$ cat config.mk
export PLATFORM = sky130hd
export DESIGN_NAME = dasr_top
export DESIGN_NICKNAME = d
export VERILOG_FILES = /design/src/core/dasr_pkg.sv /design/src/core/dasr_stat_enc.sv /design/src/core/dasr_top.sv
export SDC_FILE = /design/constraint.sdc
export NUM_CORES = 1
export LEC_CHECK = 0
export ABC_AREA = 1
export BUFFER_PORTS_ARGS = -buffer_cell sky130_fd_sc_hd__buf_2
export CAP_MARGIN = 20
export CORE_MARGIN = 2
export CORE_UTILIZATION = 44
export DETAILED_ROUTE_END_ITERATION = 8
export HOLD_SLACK_MARGIN = 0.06
export PLACE_DENSITY = 0.77
export SLEW_MARGIN = 20
export SYNTH_ARGS = -nofsm -noshare
export SYNTH_HDL_FRONTEND = slang
export SYNTH_SLANG_ARGS = --single-unit
$ cat constraint.sdc
create_clock -name mclk_i -period 1.2 [get_ports mclk_i]
set_input_delay 0.12 -clock mclk_i [delete_from_list [all_inputs] [get_ports mclk_i]]
set_output_delay 0.12 -clock mclk_i [all_outputs]
set_load 0.1 [all_outputs]
$ cat src/core/dasr_pkg.sv
// Notes on behaviour
// - Signature write holds system reset asserted
// - Any other value releases held reset
// - Reads bit0 reset held, others zero
// - System reset never resets this block
// - Clock select 1/2/3 = 16/8/4 MHz
// - Finished bit starts user row flash transfer
// - Finished bit writable only with key
// - Clock request bit requests system clock
// - Disable clears clock request bit
// - Enable sets clock request bit automatically
// - Reset-active bit sticky, cleared by read
// - Held reset also shows in reset-active
// - Asleep bit shows idle or deeper sleep
// - NVM ready flag; debugger resets after
// - User row ready flag; debugger finishes after
// - Locked bit follows device lock state
// - CRC status one-hot 0/1/2/4
// - Disable resets interface and its state
`default_nettype none
package dasr_pkg;
  localparam logic [3:0] OFS_RESET_REQ = 4'h8;
  localparam logic [3:0] OFS_CLK_SEL = 4'h9;
  localparam logic [3:0] OFS_SYS_CTRL = 4'ha;
  localparam logic [3:0] OFS_SYS_STATUS = 4'hb;
  localparam logic [3:0] OFS_CRC_STATUS = 4'hc;

  localparam logic [7:0] RESET_SIGNATURE = 8'h59;

  localparam logic [1:0] CLK_SEL_RSVD = 2'h0;
  localparam logic [1:0] CLK_SEL_16M = 2'h1;
  localparam logic [1:0] CLK_SEL_8M = 2'h2;
  localparam logic [1:0] CLK_SEL_4M = 2'h3;
  localparam logic [1:0] RST_CLK_SEL = CLK_SEL_4M;

  localparam int BIT_CLK_REQ = 0;
  localparam int BIT_UROW_FIN = 1;
  localparam int BIT_LOCKED = 0;
  localparam int BIT_UROW_RDY = 2;
  localparam int BIT_NVM_RDY = 3;
  localparam int BIT_ASLEEP = 4;
  localparam int BIT_RST_ACT = 5;

  localparam logic [2:0] CRC_OFF = 3'h0;
  localparam logic [2:0] CRC_BUSY = 3'h1;
  localparam logic [2:0] CRC_OK = 3'h2;
  localparam logic [2:0] CRC_FAIL = 3'h4;

  localparam logic [7:0] RST_RDATA = 8'h00;

  typedef struct packed {
    logic wr;
    logic rd;
    logic [3:0] addr;
    logic [7:0] wdata;
  } dasr_reg_req_t;

  typedef struct packed {
    logic in_reset;
    logic asleep;
    logic nvm_key;
    logic urow_key;
    logic locked;
  } dasr_sys_stat_t;

  typedef struct packed {
    logic enabled;
    logic busy;
    logic done;
    logic sig_ok;
  } dasr_crc_stat_t;

  typedef enum logic [1:0] {
    DASR_UROW_IDLE = 2'h0,
    DASR_UROW_START = 2'h1,
    DASR_UROW_BUSY = 2'h3
  } dasr_urow_st_t;
endpackage : dasr_pkg
`default_nettype wire

$ cat src/core/dasr_stat_enc.sv
`default_nettype none
module dasr_stat_enc (
  input wire dasr_pkg::dasr_sys_stat_t sys_i,
  input wire logic rst_held_i,
  input wire dasr_pkg::dasr_crc_stat_t crc_i,
  output logic [7:0] status_o,
  output logic [7:0] crc_o
);
  logic in_reset;
  logic [2:0] crc_code;

  // Held reset counts as system reset
  assign in_reset = sys_i.in_reset | rst_held_i;

  always_comb
  begin
    status_o = 8'h00;
    status_o[dasr_pkg::BIT_RST_ACT] = in_reset;
    status_o[dasr_pkg::BIT_ASLEEP] = sys_i.asleep;
    // Programming only while key active and system held in reset
    status_o[dasr_pkg::BIT_NVM_RDY] = sys_i.nvm_key & in_reset;
    status_o[dasr_pkg::BIT_UROW_RDY] = sys_i.urow_key & in_reset;
    status_o[dasr_pkg::BIT_LOCKED] = sys_i.locked;
  end

  always_comb
  begin
    if (!crc_i.enabled)
    begin
      crc_code = dasr_pkg::CRC_OFF;
    end
    else if (crc_i.busy || !crc_i.done)
    begin
      crc_code = dasr_pkg::CRC_BUSY;
    end
    else if (crc_i.sig_ok)
    begin
      crc_code = dasr_pkg::CRC_OK;
    end
    else
    begin
      crc_code = dasr_pkg::CRC_FAIL;
    end
    crc_o = {5'h00, crc_code};
  end
endmodule : dasr_stat_enc
`default_nettype wire

$ cat src/core/dasr_top.sv
`default_nettype none
module dasr_top (
  input wire logic mclk_i,
  input wire logic rst_i,
  input wire logic if_enable_i,
  input wire dasr_pkg::dasr_reg_req_t reg_req_i,
  input wire dasr_pkg::dasr_sys_stat_t sys_stat_i,
  input wire dasr_pkg::dasr_crc_stat_t crc_stat_i,
  input wire logic urow_done_i,
  output logic [7:0] reg_rdata_o,
  output logic reg_rvalid_o,
  output logic sys_reset_req_o,
  output logic sys_clk_request_o,
  output logic [1:0] if_clk_sel_o,
  output logic urow_commit_o,
  output logic urow_busy_o
);
  logic rst_held_ff;
  logic nxt_rst_held;
  logic [1:0] clk_sel_ff;
  logic [1:0] nxt_clk_sel;
  logic clk_req_ff;
  logic nxt_clk_req;
  logic enable_d_ff;
  logic urow_fin_ff;
  logic nxt_urow_fin;
  logic rst_act_ff;
  logic nxt_rst_act;
  logic [7:0] rdata_ff;
  logic [7:0] nxt_rdata;
  logic rvalid_ff;
  logic commit_ff;
  logic nxt_commit;
  dasr_pkg::dasr_urow_st_t urow_st_ff;
  dasr_pkg::dasr_urow_st_t nxt_urow_st;
  logic busy_ff;
  logic nxt_busy;
  logic [7:0] status_live;
  logic [7:0] crc_live;
  logic wr_req;
  logic wr_clk_sel;
  logic wr_sys_ctrl;
  logic rd_req;
  logic rd_status;
  logic if_reset;
  logic enable_rise;
  logic urow_fin_write;

  // Own reset plus disable; the system reset issued here never feeds back
  assign if_reset = rst_i | ~if_enable_i;
  assign enable_rise = if_enable_i & ~enable_d_ff;

  assign wr_req = reg_req_i.wr & (reg_req_i.addr == dasr_pkg::OFS_RESET_REQ);
  assign wr_clk_sel = reg_req_i.wr & (reg_req_i.addr == dasr_pkg::OFS_CLK_SEL);
  assign wr_sys_ctrl = reg_req_i.wr & (reg_req_i.addr == dasr_pkg::OFS_SYS_CTRL);
  assign rd_req = reg_req_i.rd;
  assign rd_status = reg_req_i.rd & (reg_req_i.addr == dasr_pkg::OFS_SYS_STATUS);

  // Without the key the finished bit is simply not writable
  assign urow_fin_write = wr_sys_ctrl & sys_stat_i.urow_key;

  dasr_stat_enc u_stat_enc (
    .sys_i(sys_stat_i),
    .rst_held_i(rst_held_ff),
    .crc_i(crc_stat_i),
    .status_o(status_live),
    .crc_o(crc_live)
  );

  // Previous enable level, for the enable edge
  always_ff @(posedge mclk_i)
  begin
    if (rst_i)
    begin
      enable_d_ff <= 1'b0;
    end
    else
    begin
      enable_d_ff <= if_enable_i;
    end
  end

  always_comb
  begin
    nxt_rst_held = rst_held_ff;
    if (wr_req)
    begin
      if (reg_req_i.wdata == dasr_pkg::RESET_SIGNATURE)
      begin
        nxt_rst_held = 1'b1;
      end
      else
      begin
        nxt_rst_held = 1'b0;
      end
    end
  end

  always_ff @(posedge mclk_i)
  begin
    if (if_reset)
    begin
      rst_held_ff <= 1'b0;
    end
    else
    begin
      rst_held_ff <= nxt_rst_held;
    end
  end

  always_comb
  begin
    nxt_clk_sel = clk_sel_ff;
    // Reserved code dropped so the link never loses its clock
    if (wr_clk_sel && reg_req_i.wdata[1:0] != dasr_pkg::CLK_SEL_RSVD)
    begin
      nxt_clk_sel = reg_req_i.wdata[1:0];
    end
  end

  always_ff @(posedge mclk_i)
  begin
    if (if_reset)
    begin
      clk_sel_ff <= dasr_pkg::RST_CLK_SEL;
    end
    else
    begin
      clk_sel_ff <= nxt_clk_sel;
    end
  end

  always_comb
  begin
    nxt_clk_req = clk_req_ff;
    // Enable edge beats a same-cycle write
    if (enable_rise)
    begin
      nxt_clk_req = 1'b1;
    end
    else if (wr_sys_ctrl)
    begin
      nxt_clk_req = reg_req_i.wdata[dasr_pkg::BIT_CLK_REQ];
    end
  end

  always_ff @(posedge mclk_i)
  begin
    if (if_reset)
    begin
      clk_req_ff <= 1'b0;
    end
    else
    begin
      clk_req_ff <= nxt_clk_req;
    end
  end

  always_comb
  begin
    nxt_urow_fin = urow_fin_ff;
    if (urow_fin_write)
    begin
      nxt_urow_fin = reg_req_i.wdata[dasr_pkg::BIT_UROW_FIN];
    end
  end

  always_ff @(posedge mclk_i)
  begin
    if (if_reset)
    begin
      urow_fin_ff <= 1'b0;
    end
    else
    begin
      urow_fin_ff <= nxt_urow_fin;
    end
  end

  // Flash transfer of the staged row; a new start is ignored while busy
  always_comb
  begin
    nxt_urow_st = urow_st_ff;
    nxt_commit = 1'b0;
    case (urow_st_ff)
      dasr_pkg::DASR_UROW_IDLE:
      begin
        if (urow_fin_write && reg_req_i.wdata[dasr_pkg::BIT_UROW_FIN])
        begin
          nxt_urow_st = dasr_pkg::DASR_UROW_START;
          nxt_commit = 1'b1;
        end
      end
      dasr_pkg::DASR_UROW_START:
      begin
        nxt_urow_st = dasr_pkg::DASR_UROW_BUSY;
      end
      dasr_pkg::DASR_UROW_BUSY:
      begin
        if (urow_done_i)
        begin
          nxt_urow_st = dasr_pkg::DASR_UROW_IDLE;
        end
      end
      default:
      begin
        nxt_urow_st = dasr_pkg::DASR_UROW_IDLE;
      end
    endcase
  end

  always_ff @(posedge mclk_i)
  begin
    if (if_reset)
    begin
      urow_st_ff <= dasr_pkg::DASR_UROW_IDLE;
    end
    else
    begin
      urow_st_ff <= nxt_urow_st;
    end
  end

  always_ff @(posedge mclk_i)
  begin
    if (if_reset)
    begin
      commit_ff <= 1'b0;
    end
    else
    begin
      commit_ff <= nxt_commit;
    end
  end

  // Busy registered so the status output is glitch free
  assign nxt_busy = (nxt_urow_st != dasr_pkg::DASR_UROW_IDLE);

  always_ff @(posedge mclk_i)
  begin
    if (if_reset)
    begin
      busy_ff <= 1'b0;
    end
    else
    begin
      busy_ff <= nxt_busy;
    end
  end

  // Sticky so a short system reset is still seen; the set beats the read-clear
  always_comb
  begin
    nxt_rst_act = rst_act_ff;
    if (status_live[dasr_pkg::BIT_RST_ACT])
    begin
      nxt_rst_act = 1'b1;
    end
    else if (rd_status)
    begin
      nxt_rst_act = 1'b0;
    end
  end

  always_ff @(posedge mclk_i)
  begin
    if (if_reset)
    begin
      rst_act_ff <= 1'b0;
    end
    else
    begin
      rst_act_ff <= nxt_rst_act;
    end
  end

  always_comb
  begin
    nxt_rdata = 8'h00;
    case (reg_req_i.addr)
      dasr_pkg::OFS_RESET_REQ:
      begin
        nxt_rdata = {7'h00, rst_held_ff};
      end
      dasr_pkg::OFS_CLK_SEL:
      begin
        nxt_rdata = {6'h00, clk_sel_ff};
      end
      dasr_pkg::OFS_SYS_CTRL:
      begin
        nxt_rdata = {6'h00, urow_fin_ff, clk_req_ff};
      end
      dasr_pkg::OFS_SYS_STATUS:
      begin
        // Live bits as sampled now; reset-active also from the sticky copy
        nxt_rdata = status_live;
        nxt_rdata[dasr_pkg::BIT_RST_ACT] = rst_act_ff | status_live[dasr_pkg::BIT_RST_ACT];
      end
      dasr_pkg::OFS_CRC_STATUS:
      begin
        nxt_rdata = crc_live;
      end
      default:
      begin
        nxt_rdata = 8'h00;
      end
    endcase
  end

  // Read data is captured so it stays stable after the request ends
  always_ff @(posedge mclk_i)
  begin
    if (if_reset)
    begin
      rdata_ff <= dasr_pkg::RST_RDATA;
    end
    else if (rd_req)
    begin
      rdata_ff <= nxt_rdata;
    end
  end

  // Valid pulses for every read, mapped or not
  always_ff @(posedge mclk_i)
  begin
    if (if_reset)
    begin
      rvalid_ff <= 1'b0;
    end
    else
    begin
      rvalid_ff <= rd_req;
    end
  end

  assign reg_rdata_o = rdata_ff;
  assign reg_rvalid_o = rvalid_ff;
  assign sys_reset_req_o = rst_held_ff;
  assign sys_clk_request_o = clk_req_ff;
  assign if_clk_sel_o = clk_sel_ff;
  assign urow_commit_o = commit_ff;
  assign urow_busy_o = busy_ff;
endmodule : dasr_top
`default_nettype wire

### After elaboration in Yosys (flattened, before gate mapping)

Index checks and enable logic that the tools add are counted.

* flip-flop bits (word level): 20
* output and inout port bits: 15
* logic and storage cells: 56
* input bits: 27

* eq/ne operators: 8
* muxes and demuxes: 13
* reduce and logical (&&, ||, !) cells: 10
* bitwise operators: 14

Operators by type and width (count)
* 6-bit case mux with 5 select lines: 1
* 4-bit equality test (second input constant): 5
* 3-bit two-way mux: 3
* 1-bit AND: 8
* 8-bit by 7-bit equality test with 1-bit output (second input constant): 1
* 2-bit nonzero test: 4
* 1-bit two-way mux: 6
* 2-bit case mux with 3 select lines: 1
* 2-bit two-way mux: 2
* 1-bit inverter: 3
* 1-bit bitwise OR: 3
* 2-bit by 1-bit equality test with 1-bit output (second input constant): 1
* 2-bit equality test (second input constant): 1
* 1-bit logical AND: 2
* 2-bit zero test: 1
* 2-bit OR reduction: 1
* 1-bit zero test: 1
* 1-bit logical OR: 1

### Depth between registers and ports, before layout

* depth in word-level cells: 7
* mapped depth: 8
* mapped depth without buffers: 8

### Modules after synthesis

Synthesis repeated with hierarchy kept, for this count alone.

* cell total of the unflattened synthesis: 157
* area, all modules: 1093.5 µm²

By module, submodules not included
* dasr_top: times used 1, seq. area each 400.4 µm², cells an instance 130, area an instance 949.7 µm²
* dasr_stat_enc: times used 1, seq. area each 0.0 µm², cells an instance 27, area an instance 143.9 µm²

### Worst setup path before layout

No wires, ideal clock.

* path kind: register to register
* start: reg rst_held_ff, in the netlist sys_reset_req_o
* end: reg rdata_ff[2], in the netlist reg_rdata_o[2]
* arrival time: 1.463 ns
* slack: -0.324 ns
* library setup time: 0.061 ns
* cell stages (with the launch flop): 6
* required time: 1.139 ns
* cells stage by stage: dfxtp_1 -> or2_2 -> nand3_1 -> o21ai_0 -> nand2_1 -> nand2_1

* longest elaborated chain between the ends: 3

RTL lines
* start, declared: line dasr_top.sv:18 `logic rst_held_ff;`
* start signal, assigned: line dasr_top.sv:107 `rst_held_ff <= nxt_rst_held;`
* 1-bit bitwise OR: line dasr_stat_enc.sv:13 `assign in_reset = sys_i.in_reset | rst_held_i;`
* 1-bit AND: line dasr_stat_enc.sv:22 `status_o[dasr_pkg::BIT_UROW_RDY] = sys_i.urow_key & in_reset;`
* 6-bit case mux with 5 select lines: line dasr_top.sv:280 `case (reg_req_i.addr)`
* end signal, assigned: line dasr_top.sv:315 `rdata_ff <= dasr_pkg::RST_RDATA;`
* end signal, assigned: line dasr_top.sv:319 `rdata_ff <= nxt_rdata;`
* end, declared: line dasr_top.sv:29 `logic [7:0] rdata_ff;`

No other way between the ends.
A chain may end at the register's enable or synchronous reset.

### Worst setup path in the final report

* start: reg busy_ff, in the netlist urow_busy_o
* end: out urow_busy_o

RTL lines
* start, declared: line dasr_top.sv:36 `logic busy_ff;`
* start signal, assigned: line dasr_top.sv:247 `busy_ff <= nxt_busy;`
* end, declared: line dasr_top.sv:16 `output logic urow_busy_o`

No word-level cell between the ends.

==> summary.md <==
| Metric | Value |
|---|---|
| First-pass GRT wire length | roughly 3200 um |
| Post-synthesis cell type count | 21 |
| CTS clock-pin slew for the worst setup and hold paths | ~0.10 ns |
| Unrepaired setup endpoints after global routing | false |
| Slew Limit Fails | 0 |
| Antenna violations before repair | 0 |
| Placed instance area | 0.00111 mm^2 |
| Via count | 890 |
| Final TNS setup | 0 ns |
| GR Overflow Total | 0 |
| Num CTS Buffers | 3 |
| Worst hold path class | in -> reg |
| WL per Instance | between 9 and 10 um |
| Synth Instances | 125 |
| Drt first pass iters | 4 |
| Clock power share | a little under a third |
| Worst Path Arrival | between 1 and 1.5 ns |
| Clock Path Buffers | 2 |
| Syn. warnings | 0 |
| Synth area leader | dfxtp_1 |
| Reg area | approximately 370 um^2 |
| Power Dens Cells | roughly 990 mW/mm^2 |
| Crit-path leading delay family | buffers and inverters |
| Dpl hpwl | 1560 um |
| Top-count cell post-synth | nand2_1 |
| Status | complete, no violations |
| CTS root buf | clkbuf_4 |
| Design Power | ~1.2 mW |
| DRC | 0 |
| Reg2reg setup slack | 0.06 ns |
| Synth top cells by count | nand2_1 (37), dfxtp_1 (18), inv_1 (16) |
| Final Hold Vio Count | 0 |
| Dpl cells | 190 |
| Crit-path slowest cell | buf_2 |
| H-tree depth | 1 |
| Sw Pwr | around 320 uW |
| Crit path cell chain | buf_2 |
| GRT Resource Usage Total | 16.7% |
| TritonCTS clock tree | built |
| Internal power | ~850 uW |
| Final instance area | 0.00118 mm^2 |
| Final Net Count | between 150 and 200 |
| Top cells by area, synth | dfxtp_1 (41%), nand2_1 (16%), nand3_1 (6.9%) |
| Post-synthesis adder-cell area fraction | 0% |
| Die Wd | between 40 and 50 um |
| # Max-Cap Violations | 0 |
| P&R area growth vs syn | 35.7% |
| Sequential Power Share | 51.9% |
| WP depth | 1 |
| Combinational share of power | 17.1% |
| Hold path depth | 3 |
| Post-Synth XOR/XNOR Area | 0% |
| Slowest cell delay on critical path | roughly 0.42 ns |
| Synth Area in Simple Gates | 40.7% |
| Antenna diodes | 0 |
| Post-synth top flop | dfxtp_1 |
| Vias in the first global route | 823 |
| DRT Wirelength | between 1500 and 2000 um |
| Vias/cell | ~4.6 |
| Fillers | 177 |
| Critical path class | reg -> out |
| Die height | between 40 and 50 um |
| CP Max Fanout | 1 |
| Largest net degree at the start of global routing | 11 |
| Worst r2r path cells | 3 |
| Fin crit period | ~1.1 ns |
| Largest family of logic cells by synthesized area | simple AND/OR/NAND/NOR gates |
| CTS Sinks | 18 |
| Synthesis-stage register bit count | 18 |
| Worst VDD drop | around 0.77 mV |
| Sequential area share after synthesis | 41.3% |
| Post-synthesis mux area share | 0% |
| Layout Cells excl Fill | approximately 200 |
| Area share of the leading cell type in the synthesized netlist | 41.3% |
| Core area | 0.00192 mm^2 |
| Crit path launch type | register |
| Avg Inst Size Synth | between 6 and 7 um^2 |
| Initial Utilization | a little under half |
| Asr flop ratio synth | 0% |
| EDFF count, synth | 0 |
| Net Sw Frac | 27.5% |
| Post-route clock period utilization | approximately 95% |
| Synth Area in Compound Gates | 8.46% |
| Clk Latency, worst-skew pair | roughly 0.29 ns |
| RD Place Congestion | about 0.77 |
| Element type at the critical path end | primary output |
| Worst Clk Skew | ~0.0033 ns |
| Multi-input logic area | roughly 440 um^2 |
| Synthesized cell area | between 800 and 900 um^2 |
| Leak pwr | ~0.65 nW |
| Antenna Nets Post-Route | 0 |
| Data required, critical path | 1.08 ns |
| Core Rows | 16 |
| Setup bufs post-CTS | 0 |
| DR iter-0 viols | 9 |
| Final number of setup-violating endpoints | 0 |
| I/O pin count | 42 |
| Number of buffers added on ports | 39 |
| Die ar. | between 0.002 and 0.0025 mm^2 |
| Share of post-route cells with drive strength above 1 | 35.1% |
| Fmax | slightly below 900 MHz |
| CP Buf/Inv Count | 1 |
[stage by stage]
step / util (%) / hold slack (ns) / worst slack, ns
floorplan: - / 0.208 / 0.0232
global placement: 57.9 / 0.338 / 0.140
detailed placement: 57.9 / 0.345 / 0.0775
CTS: 60.3 / 0.0753 / 0.00421
global route: 61.6 / 0.0661 / 0.0115
finish: 61.6 / 0.0750 / 0.0540
[sequential cells by signal (all words and copies together), names as in the netlist]
register,cells
urow_fin_ff,1
rst_act_ff,1
enable_d_ff,1
reg_rvalid_o,1
urow_commit_o,1
sys_reset_req_o,1
if_clk_sel_o,2
sys_clk_request_o,1
urow_busy_o,1
reg_rdata_o,6
urow_st_ff,2
[power groups by stage]
stage / logic, mW / clock network (mW) / registers [mW]
6_report: 0.200 / 0.364 / 0.608
5_1_grt: 0.217 / 0.394 / 0.608
4_1_cts: 0.199 / 0.373 / 0.607
3_5_place_dp: 0.196 / 0 / 0.621
3_3_place_gp: 0.192 / 0 / 0.621
2_1_floorplan: 0.0930 / 0 / 0.656
[routing by layer]
| metal | wire [um] | track usage, % |
|---|---|---|
| met5 | 0 | 0 |
| met4 | 24 | 5.71 |
| met3 | 99 | 3.09 |
| met2 | 953 | 31.9 |
| met1 | 832 | 18.3 |
[cells by family (layout without fill, tap and decap cells)]
logic type | Yosys count | count (layout)
compound gates | 13 | 13
buf+inv | 19 | 61
flops | 18 | 18
other cells | 1 | 2
simple gates | 74 | 74
[final cells by class]
class | count | area share (%)
Multi-Input combinational cell | 89 | 36.9
Sequential cell | 18 | 31.1
Timing Repair Buffer | 40 | 20.7
Inverter | 17 | 5.39
Clock buffer | 4 | 3.07
Tap cell | 27 | 2.85
[cell usage in the layout, fill, tap and decap left out]
master and count:
a21oi_1 3, a31oi_1 3, buf_12 1, buf_2 28, clkbuf_4 13, clkbuf_8 1
conb_1 2, dfxtp_1 14, dfxtp_2 3, dfxtp_4 1, dlygate4sd3_1 1, inv_1 16
inv_2 1, nand2_1 37, nand3_1 12, nand3_2 1, nand3b_4 1, nand4_1 1
nor2_1 12, nor2_2 5, nor2_4 2, nor3_1 1, nor3_2 1, o211ai_1 1
o21a_1 1, o21ai_0 5, or2_2 1
[path summary, 6_finish.rpt]
path | startpoint | end
setup / recovery | urow_busy_o | urow_busy_o
hold / removal | sys_stat_i[3] | reg_rdata_o[4]
setup reg to reg | sys_reset_req_o | reg_rdata_o[5]
hold reg to reg | enable_d_ff | sys_clk_request_o
[timing repair]
action	in CTS	in global routing
hold endpoints to repair	1	0
gates resized for setup	0	10
endpoints found under the setup margin	0	10
hold buffers	1	0
No activity file was read; power rests on OpenSTA's default activity.
